==> config.mk <==
export PLATFORM = sky130hd
export DESIGN_NAME = tone_output_generator
export DESIGN_NICKNAME = d
export VERILOG_FILES = /design/src/design/tone_pkg.sv /design/src/design/tone_divider.sv /design/src/design/tone_output_generator.sv
export SDC_FILE = /design/constraint.sdc
export NUM_CORES = 1
export LEC_CHECK = 0
export ABC_AREA = 0
export CORE_MARGIN = 8
export CORE_UTILIZATION = 62
export DETAILED_ROUTE_END_ITERATION = 16
export DONT_BUFFER_PORTS = 1
export MAX_ROUTING_LAYER = met4
export PLACE_DENSITY = 0.88
export SYNTH_ARGS = -nofsm -noshare
export SYNTH_HDL_FRONTEND = slang
export SYNTH_SLANG_ARGS = --single-unit
==> constraint.sdc <==
create_clock -name MCLK_IN -period 2.55 [get_ports MCLK_IN]
set_input_delay 0 -clock MCLK_IN [delete_from_list [all_inputs] [get_ports MCLK_IN]]
set_output_delay 0 -clock MCLK_IN [all_outputs]
set_load 0.005 [all_outputs]
==> src/design/tone_pkg.sv <==
// Shared constants, types and helper functions of the tone output generator.
package tone_pkg;

    // ---------------------------------------------------------------
    // Register bus geometry and map
    // ---------------------------------------------------------------
    localparam int ADDR_W = 8;
    localparam int DATA_W = 32;
    localparam logic [7:0] TONE_CTRL_OFFSET = 8'h00;
    localparam logic [7:0] TONE_STATUS_OFFSET = 8'h04;
    localparam logic [7:0] CTRL_RESET = 8'h1F;
    localparam logic [31:0] READ_ZERO = 32'h0000_0000;

    // ---------------------------------------------------------------
    // Divider figures
    // ---------------------------------------------------------------
    // Nominal rate of the low-speed internal RC clock, in kHz.
    localparam int RC_NOMINAL_KHZ = 128;
    // Scale code that holds the prescaler idle; it is also the reset code.
    localparam logic [4:0] SCALE_IDLE_CODE = 5'h1F;
    // Scale factor is the code plus this base.
    localparam logic [5:0] SCALE_BASE = 6'h02;
    // Prescaler ticks per output half period for each ratio code.
    localparam logic [2:0] HALF_STEPS_DIV8 = 3'h4;
    localparam logic [2:0] HALF_STEPS_DIV4 = 3'h2;
    localparam logic [2:0] HALF_STEPS_DIV2 = 3'h1;

    // ---------------------------------------------------------------
    // Carriers
    // ---------------------------------------------------------------
    // Control word layout, bit 7 down to bit 0.
    typedef struct packed {
        logic [1:0] tone_ratio_select;
        logic tone_enable;
        logic [4:0] calibrated_scale_value;
    } ctrl_t;

    // One register bus request as presented by the master.
    typedef struct packed {
        logic [ADDR_W-1:0] addr;
        logic [DATA_W-1:0] wdata;
        logic wr;
        logic rd;
    } reg_req_t;

    // Read-only status bits.
    typedef struct packed {
        logic level;
        logic running;
    } status_t;

    // ---------------------------------------------------------------
    // Functions
    // ---------------------------------------------------------------
    // Scale factor from its 5-bit code.
    function automatic logic [5:0] scale_factor(input logic [4:0] code);
        return 6'(code) + SCALE_BASE;
    endfunction

    // Prescaler ticks per half period from the ratio code.
    function automatic logic [2:0] half_steps(input logic [1:0] ratio);
        return ratio[1] ? HALF_STEPS_DIV2 : (ratio[0] ? HALF_STEPS_DIV4 : HALF_STEPS_DIV8);
    endfunction

    // RC ticks per output half period.
    function automatic logic [7:0] half_period(input ctrl_t c);
        return 8'(scale_factor(c.calibrated_scale_value)) * 8'(half_steps(c.tone_ratio_select));
    endfunction

endpackage

==> src/design/tone_divider.sv <==
// Prescaler and ratio divider chain that makes the square-wave tone.
`timescale 1ns/1ps

module tone_divider (
    input wire logic clk_in,
    input wire logic rst_in,
    input wire logic tick_in,
    input wire tone_pkg::ctrl_t ctrl_in,
    output logic tone_out,
    output logic pre_tick_out,
    output logic toggle_out,
    output logic running_out
);

    // ---------------------------------------------------------------
    // Chain state
    // ---------------------------------------------------------------
    logic [5:0] pre_cnt_q; // RC ticks within one scale period.
    logic [5:0] pre_cnt_d;
    logic [2:0] post_cnt_q; // Scale periods within one half period.
    logic [2:0] post_cnt_d;
    logic tone_q; // Tone level.
    logic tone_d;
    wire logic [5:0] pre_last; // Last count of the prescaler.
    wire logic [2:0] post_last; // Last count of the ratio stage.
    wire logic pre_wrap;
    wire logic post_wrap;

    // ---------------------------------------------------------------
    // Decoding
    // ---------------------------------------------------------------
    // Idle while disabled or while the scale code is the idle code.
    assign running_out = ctrl_in.tone_enable && (ctrl_in.calibrated_scale_value != tone_pkg::SCALE_IDLE_CODE);
    // Factor is code plus two.
    assign pre_last = tone_pkg::scale_factor(ctrl_in.calibrated_scale_value) - 6'h01;
    // Half period spans 4, 2 or 1 scale periods.
    assign post_last = tone_pkg::half_steps(ctrl_in.tone_ratio_select) - 3'h1;
    // Compare with >= so a smaller factor written mid-run wraps at once.
    assign pre_wrap = pre_cnt_q >= pre_last;
    assign post_wrap = post_cnt_q >= post_last;
    assign pre_tick_out = running_out && tick_in && pre_wrap;
    assign toggle_out = pre_tick_out && post_wrap;
    assign tone_out = tone_q;

    // Next state; a stopped chain is held cleared and low.
    always_comb begin
        pre_cnt_d = pre_cnt_q;
        post_cnt_d = post_cnt_q;
        tone_d = tone_q;
        if (!running_out) begin
            pre_cnt_d = 6'h00;
            post_cnt_d = 3'h0;
            tone_d = 1'b0;
        end else if (tick_in) begin
            pre_cnt_d = pre_wrap ? 6'h00 : pre_cnt_q + 6'h01;
            if (pre_wrap) begin
                post_cnt_d = post_wrap ? 3'h0 : post_cnt_q + 3'h1;
            end
            if (toggle_out) begin
                tone_d = ~tone_q; // Flip each half period.
            end
        end
    end

    // ---------------------------------------------------------------
    // Registers
    // ---------------------------------------------------------------
    always_ff @(posedge clk_in or posedge rst_in) begin
        if (rst_in) begin
            pre_cnt_q <= 6'h00;
            post_cnt_q <= 3'h0;
            tone_q <= 1'b0;
        end else begin
            pre_cnt_q <= pre_cnt_d;
            post_cnt_q <= post_cnt_d;
            tone_q <= tone_d;
        end
    end

endmodule

==> src/design/tone_output_generator.sv <==
// Top of the tone output generator: register port, RC clock sampling, checks.
//
// Decided for this implementation: strobed register access.
`timescale 1ns/1ps

module tone_output_generator (
    input wire logic MCLK_IN,
    input wire logic RESET_IN,
    input wire logic [tone_pkg::ADDR_W-1:0] REG_ADDR_IN,
    input wire logic [tone_pkg::DATA_W-1:0] REG_WDATA_IN,
    input wire logic REG_WR_IN,
    input wire logic REG_RD_IN,
    output logic [tone_pkg::DATA_W-1:0] REG_RDATA_OUT,
    input wire logic LOW_SPEED_INTERNAL_RC_IN,
    output logic TONE_OUT
);

    // ---------------------------------------------------------------
    // Register port
    // ---------------------------------------------------------------
    // Bundled request, for readability of the decode.
    wire tone_pkg::reg_req_t req;
    assign req = '{addr: REG_ADDR_IN, wdata: REG_WDATA_IN, wr: REG_WR_IN, rd: REG_RD_IN};

    // The control word; status is a separate word.
    tone_pkg::ctrl_t ctrl_q;
    // Read data, valid only in the cycle after a read strobe.
    logic [tone_pkg::DATA_W-1:0] rdata_q;
    // Decoded strobes.
    wire logic wr_ctrl;
    wire logic rd_ctrl;
    wire logic rd_status;
    // Value returned by the current read.
    wire logic [tone_pkg::DATA_W-1:0] rd_value;
    // Block state shown to software.
    wire tone_pkg::status_t status;

    assign wr_ctrl = req.wr && (req.addr == tone_pkg::TONE_CTRL_OFFSET);
    assign rd_ctrl = req.rd && (req.addr == tone_pkg::TONE_CTRL_OFFSET);
    assign rd_status = req.rd && (req.addr == tone_pkg::TONE_STATUS_OFFSET);
    // Reserved bits and unmapped offsets read as zero. Every path of the
    // select ends in a constant or a register, so the read port never
    // shows an unknown, even before the first write.
    assign rd_value = rd_ctrl ? {24'h00_0000, ctrl_q} :
                      rd_status ? {30'h0000_0000, status} : tone_pkg::READ_ZERO;

    // Control word. Writes take effect at once; software is expected to
    // calibrate, then pick the ratio, then enable, which keeps the tone
    // from starting at a stale rate.
    always_ff @(posedge MCLK_IN or posedge RESET_IN) begin
        if (RESET_IN) begin
            ctrl_q <= tone_pkg::CTRL_RESET;
        end else if (wr_ctrl) begin
            ctrl_q <= tone_pkg::ctrl_t'(req.wdata[7:0]);
        end
    end

    // Read data register; zero in every cycle not following a read.
    always_ff @(posedge MCLK_IN or posedge RESET_IN) begin
        if (RESET_IN) begin
            rdata_q <= tone_pkg::READ_ZERO;
        end else begin
            rdata_q <= rd_value;
        end
    end

    assign REG_RDATA_OUT = rdata_q;

    // ---------------------------------------------------------------
    // RC clock sampling
    // ---------------------------------------------------------------
    // The RC clock is asynchronous to MCLK_IN, so it is synchronised and
    // turned into a one-cycle tick per rising edge. MCLK_IN must run far
    // faster than the RC clock, which at 100 MHz against 128 kHz it does.
    logic rc_meta_q; // First stage; read only by the second.
    logic rc_sync_q; // Second stage.
    logic rc_prev_q; // Delayed copy for edge detection.
    wire logic rc_tick;

    always_ff @(posedge MCLK_IN or posedge RESET_IN) begin
        if (RESET_IN) begin
            rc_meta_q <= 1'b0;
            rc_sync_q <= 1'b0;
            rc_prev_q <= 1'b0;
        end else begin
            rc_meta_q <= LOW_SPEED_INTERNAL_RC_IN;
            rc_sync_q <= rc_meta_q;
            rc_prev_q <= rc_sync_q;
        end
    end

    // Tone timing counts RC edges only, so the tone rate follows the RC
    // clock however fast MCLK_IN runs. The edge flop resets low, the idle
    // level of the pin, so no false tick follows reset.
    assign rc_tick = rc_sync_q && !rc_prev_q;

    // ---------------------------------------------------------------
    // Divider chain
    // ---------------------------------------------------------------
    wire logic pre_tick; // End of one scale period.
    wire logic toggle; // End of one half period.
    wire logic running; // Chain is counting.

    // The chain counts whole RC ticks and has no notion of MCLK_IN time,
    // which keeps the tone exact whatever the ratio, so long as MCLK_IN runs fast enough for the sampler to see every RC edge.

    tone_divider u_divider (
        .clk_in(MCLK_IN),
        .rst_in(RESET_IN),
        .tick_in(rc_tick),
        .ctrl_in(ctrl_q),
        .tone_out(TONE_OUT),
        .pre_tick_out(pre_tick),
        .toggle_out(toggle),
        .running_out(running)
    );

    // Status is read back live with no latch, so it lags the pin by the
    // one cycle of the read data register.
    assign status = '{level: TONE_OUT, running: running};

    // ---------------------------------------------------------------
    // Check helpers
    // ---------------------------------------------------------------
    // RC ticks since the last half-period end, and since the last
    // scale-period end. The first interval after a write or a stop is
    // irregular, so the seen flags gate the checks until one full
    // interval has been observed.
    // Chain-on condition worked out from the control word itself, so the
    // helpers below do not lean on the divider's own running flag and a
    // stuck chain shows up as a counter that grows past its bound.
    wire logic chain_on;
    assign chain_on = ctrl_q.tone_enable && (ctrl_q.calibrated_scale_value != tone_pkg::SCALE_IDLE_CODE);

    logic [7:0] gap_q;
    logic gap_seen_q;
    logic [5:0] pre_gap_q;
    logic pre_seen_q;

    always_ff @(posedge MCLK_IN or posedge RESET_IN) begin
        if (RESET_IN) begin
            gap_q <= 8'h00;
            gap_seen_q <= 1'b0;
            pre_gap_q <= 6'h00;
            pre_seen_q <= 1'b0;
        end else if (wr_ctrl || !chain_on) begin
            gap_q <= 8'h00;
            gap_seen_q <= 1'b0;
            pre_gap_q <= 6'h00;
            pre_seen_q <= 1'b0;
        end else if (rc_tick) begin
            gap_q <= toggle ? 8'h00 : gap_q + 8'h01;
            gap_seen_q <= gap_seen_q || toggle;
            pre_gap_q <= pre_tick ? 6'h00 : pre_gap_q + 6'h01;
            pre_seen_q <= pre_seen_q || pre_tick;
        end
    end

    // ---------------------------------------------------------------
    // Assertions
    // ---------------------------------------------------------------
    // Half period equals factor times ratio over two, in RC ticks.
    property p_half_period;
        @(posedge MCLK_IN) disable iff (RESET_IN)
        (toggle && gap_seen_q) |-> (gap_q + 8'h01 == tone_pkg::half_period(ctrl_q));
    endproperty
    a_half_period: assert property (p_half_period) else $error("tone half period wrong");

    // Scale period equals code plus two RC ticks.
    property p_scale_period;
        @(posedge MCLK_IN) disable iff (RESET_IN)
        (pre_tick && pre_seen_q) |->
            (pre_gap_q + 6'h01 == tone_pkg::scale_factor(ctrl_q.calibrated_scale_value));
    endproperty
    a_scale_period: assert property (p_scale_period) else $error("scale period wrong");

    // Each half-period end flips the output on the next edge.
    property p_tone_flip;
        @(posedge MCLK_IN) disable iff (RESET_IN)
        (toggle && !wr_ctrl) |=> (TONE_OUT != $past(TONE_OUT));
    endproperty
    a_tone_flip: assert property (p_tone_flip) else $error("tone did not flip");

    // A cleared enable forces a low output from the next edge on.
    property p_disabled_low;
        @(posedge MCLK_IN) disable iff (RESET_IN)
        !ctrl_q.tone_enable |=> !TONE_OUT;
    endproperty
    a_disabled_low: assert property (p_disabled_low) else $error("tone high while disabled");

    // Enable set with a usable code means the chain runs.
    property p_enable_runs;
        @(posedge MCLK_IN) disable iff (RESET_IN)
        (ctrl_q.tone_enable && ctrl_q.calibrated_scale_value != tone_pkg::SCALE_IDLE_CODE) |-> running;
    endproperty
    a_enable_runs: assert property (p_enable_runs) else $error("chain idle while enabled");

    // The idle code keeps the prescaler still and the output low.
    property p_idle_code;
        @(posedge MCLK_IN) disable iff (RESET_IN)
        (ctrl_q.calibrated_scale_value == tone_pkg::SCALE_IDLE_CODE) |-> (!pre_tick ##1 !TONE_OUT);
    endproperty
    a_idle_code: assert property (p_idle_code) else $error("prescaler ran on idle code");

    // A control write is visible from the next edge.
    property p_ctrl_write;
        @(posedge MCLK_IN) disable iff (RESET_IN)
        wr_ctrl |=> (ctrl_q == $past(REG_WDATA_IN[7:0]));
    endproperty
    a_ctrl_write: assert property (p_ctrl_write) else $error("control write lost");

    // Read data appear one cycle after the strobe and only then.
    property p_read_data;
        @(posedge MCLK_IN) disable iff (RESET_IN)
        rd_ctrl |=> (REG_RDATA_OUT == {24'h00_0000, $past(ctrl_q)}) ##1 (REG_RDATA_OUT == 32'h0 || $past(REG_RD_IN));
    endproperty
    a_read_data: assert property (p_read_data) else $error("read data wrong");

    // Read data fall back to zero in every cycle that does not follow a
    // read, so a late sampler cannot pick up a stale word.
    property p_rdata_idle;
        @(posedge MCLK_IN) disable iff (RESET_IN)
        !REG_RD_IN |=> (REG_RDATA_OUT == tone_pkg::READ_ZERO);
    endproperty
    a_rdata_idle: assert property (p_rdata_idle) else $error("read data not zero when idle");

    // Status reads report the level and the chain-on state of the cycle
    // of the strobe; chain-on is derived here, not taken from the divider.
    property p_status_read;
        @(posedge MCLK_IN) disable iff (RESET_IN)
        rd_status |=>
            (REG_RDATA_OUT == {30'h0000_0000, $past(TONE_OUT), $past(chain_on)});
    endproperty
    a_status_read: assert property (p_status_read) else $error("status read wrong");

    // Reads of unmapped offsets return zero, so software probing the map
    // sees no aliases of the control word.
    property p_unmapped_read;
        @(posedge MCLK_IN) disable iff (RESET_IN)
        (req.rd && !rd_ctrl && !rd_status) |=> (REG_RDATA_OUT == tone_pkg::READ_ZERO);
    endproperty
    a_unmapped_read: assert property (p_unmapped_read) else $error("unmapped read not zero");

    // Writes to any other offset leave the control word alone; the status
    // word is read only and writing it must not disturb the tone.
    property p_write_ignored;
        @(posedge MCLK_IN) disable iff (RESET_IN)
        (req.wr && (req.addr != tone_pkg::TONE_CTRL_OFFSET)) |=> $stable(ctrl_q);
    endproperty
    a_write_ignored: assert property (p_write_ignored) else $error("control word changed by other write");

    // The output moves only at a half-period end or when the chain stops;
    // any other edge on the pin would be an audible glitch.
    property p_tone_steady;
        @(posedge MCLK_IN) disable iff (RESET_IN)
        $changed(TONE_OUT) |-> ($past(toggle) || !$past(running));
    endproperty
    a_tone_steady: assert property (p_tone_steady) else $error("tone moved between half periods");

    // A running prescaler ends its scale period within the factor. A write
    // mid-run may shorten one period, never stretch it.
    property p_prescale_bound;
        @(posedge MCLK_IN) disable iff (RESET_IN)
        chain_on |->
            (pre_gap_q < tone_pkg::scale_factor(ctrl_q.calibrated_scale_value));
    endproperty
    a_prescale_bound: assert property (p_prescale_bound) else $error("scale period overran");

    // A half period never runs past factor times the ratio steps, which
    // also catches a chain that is enabled but never counts.
    property p_half_bound;
        @(posedge MCLK_IN) disable iff (RESET_IN)
        chain_on |-> (gap_q < tone_pkg::half_period(ctrl_q));
    endproperty
    a_half_bound: assert property (p_half_bound) else $error("half period overran");

    // ---------------------------------------------------------------
    // Cover points
    // ---------------------------------------------------------------
    // Tone at each ratio: codes 00 and 01 apart, codes 10 and 11 together.
    c_ratio8: cover property (@(posedge MCLK_IN) disable iff (RESET_IN)
        toggle && gap_seen_q && ctrl_q.tone_ratio_select == 2'b00);
    c_ratio4: cover property (@(posedge MCLK_IN) disable iff (RESET_IN)
        toggle && gap_seen_q && ctrl_q.tone_ratio_select == 2'b01);
    c_ratio2: cover property (@(posedge MCLK_IN) disable iff (RESET_IN)
        toggle && gap_seen_q && ctrl_q.tone_ratio_select[1]);
    // Disable while the tone is high.
    c_stop_high: cover property (@(posedge MCLK_IN) disable iff (RESET_IN)
        TONE_OUT && wr_ctrl && !REG_WDATA_IN[5]);
    // First cycle of a running chain.
    c_start: cover property (@(posedge MCLK_IN) disable iff (RESET_IN)
        $rose(running));

endmodule

==> results.json, run 1 <==
{
  "critPathKind": "reg2reg",
  "fp.dieW_um": 68.29,
  "finalWirelength_mm": 4.217,
  "synth.area.top_cells": "dfrtp_1 35%, buf_4 11%, ha_1 9.6%",
  "end_kind": "flop",
  "drv.max_cap_violation_count": 0,
  "clk_pin_slew_ps": 100,
  "synth_edf_count": 0,
  "synth_cell_types": 37,
  "crit_path_end": "u_divider.post_cnt_q[1]",
  "cts_root_buffer": "clkbuf_4",
  "die_height_um": 68.29,
  "r2r-start": "ctrl_q[0]",
  "finalNetCount": 253,
  "start_util": 0.6311,
  "holdWs_ps": 84.06,
  "maxSlewViolCount": 0,
  "core_region_area_mm2": 0.002686,
  "min_path_type": "in2reg",
  "drtIter0Drc": 66,
  "die-area_mm2": 0.004664,
  "io_buffers": 0,
  "fmax_ghz": 0.3929,
  "cp-start-kind": "flop",
  "fin_cells": 227,
  "clock_latency_ps": 340,
  "tightest_slew_ps": 1071,
  "ys_warn_count": 0,
  "finalHoldViolCount": 0,
  "crit_cells": 9,
  "placementRows": 19,
  "synthesis.area_mm2": 0.001695,
  "synth_area_per_cell_um2": 10.47,
  "cts.htree.levels": 2,
  "slowest_stage": "dfstp_2",
  "setup_viol": 0,
  "area_delta_synth_final_pct": 17.12,
  "power.density_mw_per_mm2": 433.8,
  "cp_max_fo": 5,
  "antenna_found_initial": 0,
  "grt_pass1_vias": 1281,
  "grt_pass1_wl_mm": 6.134,
  "fin_skew_ps": 9.236,
  "grt_max_degree": 30,
  "synth-seq-area-share": 0.4317,
  "cts-buffers-inserted": 5,
  "first_pass_iters": 4,
  "drive_above_1_share": 0.1837,
  "wl_per_cell_um": 18.58,
  "ys_ff_latch": 29,
  "slowest_delay_ps": 600,
  "post-dp-hpwl_mm": 2.741,
  "netlist_instances": 162,
  "ant_nets": 0,
  "cp-startpoint": "ctrl_q[0]",
  "p_leak_nw": 0.9827,
  "yosysTopAreaCellShare": 0.3542,
  "r2r_cells": 9,
  "worst-path-buf-inv": 1,
  "r2r_end": "u_divider.post_cnt_q[1]",
  "overflow": 0,
  "pin_count": 78,
  "gp_congestion": 0.8952,
  "antenna_cells": 0,
  "cts.sinks": 29,
  "ir_drop_uv": 404.0,
  "via_count": 1270,
  "placed_cells": 192,
  "vias_per_cell": 5.595,
  "crit_required_ps": 2810,
  "finalCriticalPeriod_ps": 2545,
  "cp_top_family": "simple AND/OR/NAND/NOR gates",
  "period_share": 0.9980,
  "cts_tree": "built",
  "drc_errors": 0,
  "r2r_slack_ps": 5,
  "ys.flop_type": "dfrtp_1",
  "clockBufferDepth": 2,
  "grt_usage": 0.1888,
  "crit_arrival_ps": 2810,
  "synth_top_area_cell": "dfrtp_1",
  "status": "completed",
  "slew_headroom": 0.2853,
  "path_cells": "buf_4, and3_1, nand3_1, ha_1, nand2_1, o21a_1, o31a_1, or4_4, a21oi_2",
  "synthTopCellsByCount": "24 x buf_4, 24 x dfrtp_1, 13 x ha_1",
  "async_flop_share": 1.000
}
-- state kept, by name, summed over array words and instances (netlist names) --
register / count
REG_RDATA_OUT: 8
ctrl_q: 8
rc_meta_q: 1
rc_prev_q: 1
rc_sync_q: 1
u_divider.post_cnt_q: 3
u_divider.pre_cnt_q: 6
u_divider.tone_out: 1
-- worst min-delay path, delay by kind of cell --
family,cells,cell delay (ps)
and+or+nand+nor,4,390
-- kinds of logic after synthesis --
logic type / Yosys count / synth area share
and+or+nand+nor: 47 / 0.1668
adders and majority gates: 13 / 0.09594
buffers and inverters: 35 / 0.1306
other: 2 / 0.004430
muxes: 10 / 0.06495
DFF: 29 / 0.4317
AOI/OAI and AO/OA: 20 / 0.07454
xor gates and xnor gates: 6 / 0.03100
-- placed cells by master (no fill, tap or decap), types with 4 or more instances in the layout --
cell type      count
conb_1            25
dfrtp_1           24
dlygate4sd3_1     22
ha_1              12
a21oi_1            9
nor2_1             9
inv_1              9
mux2_2             8
buf_4              7
nand2_1            6
nor3_1             6
nand3_1            5
and2_1             5
clkbuf_4           5
dfstp_2            5
xor2_1             4
-- repair_timing --
action / in CTS / in global routing
pin swaps: 0 / 1
setup endpoints to repair: 1 / 4
gates resized for setup: 1 / 5
hold buffers: 22 / 0
setup buffers: 0 / 5
endpoints found under the hold margin: 41 / 0
-- power breakdown --
group / switching [W] / internal [W]
Sequential: 0.00000941 / 0.000472
Combinational: 0.0000558 / 0.0000488
Clock: 0.000171 / 0.000105
-- worst min-delay path by stage --
stage	depth (start not counted)	start	end	slack, ps
after detailed placement	0	LOW_SPEED_INTERNAL_RC_IN	rc_meta_q	30
after global placement	0	LOW_SPEED_INTERNAL_RC_IN	rc_meta_q	30
final	4	REG_ADDR_IN[1]	REG_RDATA_OUT[6]	80
after floorplan	0	LOW_SPEED_INTERNAL_RC_IN	rc_meta_q	30
after global routing	4	REG_ADDR_IN[1]	REG_RDATA_OUT[6]	120
after CTS	4	REG_ADDR_IN[1]	REG_RDATA_OUT[6]	70
-- metal layers --
metal / share of wire / global-route usage
met1: 0.33 / 0.1762
met2: 0.55 / 0.3329
met3: 0.068 / 0.05401
met4: 0.058 / 0.1176
met5: 0 / -
-- area by class of cell --
class | instances | area [um^2]
multi-input cells | 121 | 857.1
flip-flops and latches | 29 | 732.0
fillers | 161 | 700.7
repair buffers | 29 | 272.8
clock buffers | 6 | 41.29
well taps | 31 | 38.79
inverters | 9 | 33.78
clock inverters | 2 | 10.01
-- through the flow --
stage | area (um^2) | power [W] | util | setup TNS (ps) | worst slack, ps
floorplan | 1782 | 0.0005648 | - | 0 | 179.6
global placement | 1648 | 0.0005505 | 0.6134 | 0 | 130.8
detailed placement | 1648 | 0.0005556 | 0.6134 | 0 | 13.93
CTS | 1928 | 0.0008459 | 0.7177 | 0 | 11.59
global route | 1986 | 0.0008930 | 0.7392 | -153.7 | -105.2
finish | 1986 | 0.0008615 | 0.7392 | 0 | 5.041
(Power assumes the default switching activity.)
==> inputs of run 2 (changes only) <==
CORE_UTILIZATION = 45   (was 62)
PLACE_DENSITY = 0.7   (was 0.88)
==> results.json, run 2 (synthesis gave the netlist of run 1 again) <==
{
  "status": "completed",
  "pre_cts_ws_ps": 80.83,
  "clock_latency_ps": 290,
  "setup_ws_ps": 121.2,
  "setup_viol": 0,
  "p_int_w": 0.0006983,
  "critPathKind": "reg2reg",
  "seq_power_share": 0.518,
  "worst-path-buf-inv": 1,
  "slew_headroom": 0.2709,
  "p_comb_frac": 0.093,
  "die-area_mm2": 0.005988,
  "cp_common_cell": "ha_1",
  "path_cells": "ha_2, and3_1, ha_1, inv_1, ha_1, nand2_1, o31a_1, or4_1, a21oi_1",
  "fp.dieW_um": 77.38,
  "maxSlewViolCount": 0,
  "slowest_stage": "dfstp_2",
  "area_delta_synth_final_pct": 12.62,
  "gp_congestion": 0.7869,
  "clockBufferDepth": 2,
  "antenna_cells": 0,
  "cts-buffers-inserted": 5,
  "fin_skew_ps": 11.04,
  "cp_max_fo": 5,
  "drt-met1-wl_mm": 1.403,
  "crit_required_ps": 2760,
  "power_frac_clock": 0.390,
  "placementRows": 22,
  "post-dp-hpwl_mm": 2.643,
  "cts_root_buffer": "clkbuf_8",
  "io_buffers": 0,
  "final_common_cell": "conb_1",
  "antenna_found_initial": 0,
  "wl_met3_um": 276,
  "top_layer": "met4",
  "placed_cells": 209,
  "finalWirelength_mm": 3.404,
  "core_region_area_mm2": 0.003633,
  "drc_errors": 0,
  "cp-start-kind": "flop",
  "wl_per_cell_um": 14.61,
  "fmax_ghz": 0.4117,
  "post-route-util": 0.5255,
  "p_leak_nw": 0.9230,
  "cp_top_family": "simple AND/OR/NAND/NOR gates",
  "start_util": 0.4666,
  "drv.max_cap_violation_count": 0,
  "final_cell_mix": "25 x conb_1, 24 x dfrtp_1, 14 x dlygate4sd3_1",
  "cts_tree": "built",
  "finalNetCount": 242,
  "finalCriticalPeriod_ps": 2429,
  "power.density_mw_per_mm2": 486.3,
  "finalHoldViolCount": 0,
  "cts.sinks": 29,
  "drtIter0Drc": 100,
  "ant_nets": 0,
  "fin_cells": 233,
  "crit_arrival_ps": 2640,
  "grt_pass1_vias": 1214,
  "grt_max_degree": 30,
  "min_path_type": "in2reg",
  "drive_above_1_share": 0.1676,
  "cts.htree.levels": 2,
  "end_kind": "flop",
  "slowest_delay_ps": 580,
  "route.met2.wl_mm": 1.670,
  "die_height_um": 77.38,
  "tightest_slew_ps": 1092,
  "via_count": 1153,
  "overflow": 0,
  "ir_drop_uv": 302.6,
  "vias_per_cell": 4.948,
  "grt_setup_unrepaired": "no",
  "swShare": 0.2479,
  "pin_count": 78,
  "grt_usage": 0.1196,
  "period_share": 0.9525,
  "grt_pass1_wl_mm": 5.616,
  "setup_tns_ps": 0,
  "clk_pin_slew_ps": 70,
  "power_switching_w": 0.0002302,
  "first_pass_iters": 4
}
run 2: layout make-up:
class                   instances  area, um^2
repair buffers                 18       170.2
inverters                       9       33.78
well taps                      48       60.06
clock buffers                   6       72.57
flip-flops and latches         29       732.0
fillers                       333        1724
multi-input cells             121       830.8
clock inverters                 2       10.01
run 2: power groups by stage:
stage                     Combinational, W  Sequential [W]  Clock (W)
after floorplan                  0.0000788        0.000486          0
after global placement           0.0000633        0.000489          0
after detailed placement         0.0000662        0.000489          0
after CTS                        0.0000821        0.000481   0.000374
after global routing             0.0000981        0.000481   0.000393
final                            0.0000861        0.000481   0.000362
run 2: path summary, 6_finish.rpt:
| path | from | endpoint | slack (ps) | cells past startpoint |
|---|---|---|---|---|
| setup / recovery | ctrl_q[0] | u_divider.post_cnt_q[1] | 120 | 9 |
| hold / removal | REG_WR_IN | ctrl_q[6] | 50 | 2 |
| max in group asynchronous | RESET_IN | u_divider.pre_cnt_q[1] | 1460 | 2 |
| setup reg to reg | ctrl_q[0] | u_divider.post_cnt_q[1] | 120 | 9 |
| hold reg to reg | rc_meta_q | rc_sync_q | 350 | 0 |
| min in group asynchronous | RESET_IN | u_divider.post_cnt_q[0] | 430 | 2 |
run 2: repair_timing:
action	in CTS	in global routing
gates resized for setup	0	1
hold buffers	14	0
hold endpoints to repair	41	0
setup buffers	0	2
setup endpoints to repair	0	2
run 2: layer usage:
layer	vias to the layer above	GRT usage
met3	6	0.05530
met2	47	0.1845
met5	-	-
met1	555	0.1295
li1	545	-
met4	0	0.05283
run 2: per-stage QoR:
stage          area, um^2  total power (W)  hold slack, ps
5_1_grt              1909        0.0009723           53.33
2_1_floorplan        1782        0.0005648           31.43
3_3_place_gp         1669        0.0005525           31.52
6_report             1909        0.0009285           45.80
3_5_place_dp         1669        0.0005556           31.51
4_1_cts              1892        0.0009374           42.11
==> inputs of run 3 (changes only) <==
ABC_AREA = 1   (was 0)
==> results.json, run 3 <==
{
  "drv.max_cap_violation_count": 0,
  "via_count": 1212,
  "grt_usage": 0.1151,
  "final_common_cell": "nand2_1",
  "fp.dieW_um": 77.38,
  "antenna_found_initial": 0,
  "min_path_type": "in2reg",
  "period_share": 0.9096,
  "synth-seq-area-share": 0.4317,
  "antenna_cells": 0,
  "die_height_um": 77.38,
  "overflow": 0,
  "maxSlewViolCount": 0,
  "area_delta_synth_final_pct": 13.51,
  "drive_above_1_share": 0.1239,
  "crit_required_ps": 2770,
  "netlist_instances": 196,
  "ys.flop_type": "dfrtp_1",
  "setup_tns_ps": 0,
  "p_leak_nw": 1.057,
  "synth_edf_count": 0,
  "grt_pass1_wl_mm": 5.485,
  "cp_top_family": "adder cells",
  "r2r_end": "u_divider.post_cnt_q[0]",
  "crit_arrival_ps": 2540,
  "cp-start-kind": "flop",
  "setup_ws_ps": 230.4,
  "synthesis.area_mm2": 0.001695,
  "ir_drop_uv": 424.4,
  "ys_ff_latch": 29,
  "cts_resized": 0,
  "finalCriticalPeriod_ps": 2320,
  "cts-buffers-inserted": 5,
  "r2r_slack_ps": 230,
  "cts_root_buffer": "clkbuf_8",
  "ant_nets": 0,
  "async_flop_share": 1.000,
  "worst-path-buf-inv": 3,
  "pre_cts_ws_ps": 207.3,
  "ys_warn_count": 0,
  "r2r_cells": 14,
  "power.density_mw_per_mm2": 740.1,
  "cts.htree.levels": 2,
  "setup_viol": 0,
  "finalWirelength_mm": 3.206,
  "clock_latency_ps": 280,
  "grt_pass1_vias": 1262,
  "finalHoldViolCount": 0,
  "cp_common_cell": "nand2_1",
  "grt_max_degree": 30,
  "io_buffers": 0,
  "synth.area.top_cells": "dfrtp_1 35%, buf_4 11%, ha_1 9.6%",
  "gp_congestion": 0.7886,
  "first_pass_iters": 4,
  "end_kind": "flop",
  "synth_cell_types": 21,
  "fmax_ghz": 0.4311,
  "p_total_w": 0.001424,
  "final_cell_mix": "39 x nand2_1, 26 x nor2_1, 25 x conb_1",
  "clockBufferDepth": 2,
  "drc_errors": 0,
  "drtIter0Drc": 62,
  "fin_area_mm2": 0.001924,
  "tightest_slew_ps": 1077,
  "place_area_mm2": 0.001650,
  "wl_per_cell_um": 12.05,
  "r2r-start": "ctrl_q[1]",
  "pin_count": 78,
  "synth_top_area_cell": "dfrtp_1",
  "start_util": 0.4666,
  "die-area_mm2": 0.005988,
  "fin_skew_ps": 7.065,
  "placementRows": 22,
  "fin_cells": 266,
  "yosysTopAreaCellShare": 0.3542,
  "synthTopCellsByCount": "39 x nand2_1, 26 x nor2_1, 24 x buf_4, 24 x dfrtp_1, 23 x inv_1",
  "slew_headroom": 0.2812,
  "cp_max_fo": 4,
  "clk_pin_slew_ps": 60,
  "yosysMostFrequentCell": "nand2_1",
  "finalNetCount": 275,
  "hold_depth": 2,
  "placed_cells": 242,
  "slowest_delay_ps": 550,
  "hold_start": "REG_RD_IN",
  "status": "completed",
  "core_region_area_mm2": 0.003633,
  "synth_area_per_cell_um2": 8.650,
  "slowest_stage": "dfstp_2",
  "min_to": "REG_RDATA_OUT[2]",
  "cts_tree": "built",
  "vias_per_cell": 4.556,
  "grt_setup_unrepaired": "no",
  "critPathKind": "reg2reg",
  "path_cells": "ha_1, nand2_1, nor2_1, ha_1, inv_1, ha_1, nand2_1, inv_1, a21oi_1, nand2_1, o21ai_2, buf_4, nand2_1, nand2_1",
  "post-dp-hpwl_mm": 2.396,
  "cts.sinks": 29
}
-- run 3: cell types whose count changed in the layout (fill, tap and decap cells not counted), sizes merged, moves of 3 or more --
cell    change
nand2      +34
nor2       +21
inv        +14
mux2        -8
and2        -5
nor3        -5
nand4       +4
buf         -3
nand2b      -3
-- run 3: kinds of logic after synthesis --
logic type,after synthesis,share of synthesized area
AO/OA/AOI/OAI,14,0.06052
XOR/XNOR,7,0.03616
adder cells (fa/ha/maj),13,0.09594
buffers and inverters,48,0.1638
flip-flops,29,0.4317
other,2,0.004430
AND/OR/NAND/NOR,83,0.2074
-- run 3: worst max path at each step --
stage | startpoint | end | depth (start not counted)
6_report | ctrl_q[1] | u_divider.post_cnt_q[0] | 14
5_1_grt | ctrl_q[1] | u_divider.pre_cnt_q[5] | 13
4_1_cts | ctrl_q[1] | u_divider.pre_cnt_q[3] | 13
3_5_place_dp | ctrl_q[1] | u_divider.pre_cnt_q[4] | 13
3_3_place_gp | ctrl_q[1] | u_divider.pre_cnt_q[3] | 13
2_1_floorplan | ctrl_q[1] | u_divider.pre_cnt_q[2] | 13
-- run 3: layout make-up --
| cell class | count | area, um^2 |
|---|---|---|
| fillers | 339 | 1709 |
| repair buffers | 16 | 157.7 |
| clock inverters | 1 | 30.03 |
| multi-input cells | 142 | 772.0 |
| clock buffers | 7 | 86.33 |
| well taps | 48 | 60.06 |
| flip-flops and latches | 29 | 732.0 |
| inverters | 23 | 86.33 |
-- run 3: stage by stage --
stage               utilization  hold slack, ps
global placement         0.4542           31.59
CTS                      0.5275           36.74
detailed placement       0.4542           31.58
finish                   0.5296           38.55
global route             0.5296           46.56
floorplan                     -           31.43
-- run 3: what timing repair did --
item / 4_1_cts / 5_1_grt
buffers inserted: 0 / 1
endpoints found under the setup margin: 0 / 2
hold buffers: 15 / 0
endpoints found under the hold margin: 35 / 0
-- run 3: power breakdown --
group	internal, W	switching, W	total, W
sequential	0.000539	0.0000822	0.000621
combinational	0.000140	0.000179	0.000320
clock	0.000318	0.000166	0.000484
-- run 3: metal layers --
| metal | track usage | wire length, um | vias to the layer above |
|---|---|---|---|
| met5 | - | 0 | - |
| met3 | 0.04263 | 195 | 9 |
| li1 | - | - | 607 |
| met1 | 0.1134 | 1245 | 561 |
| met2 | 0.1963 | 1691 | 35 |
| met4 | 0.05660 | 74 | 0 |
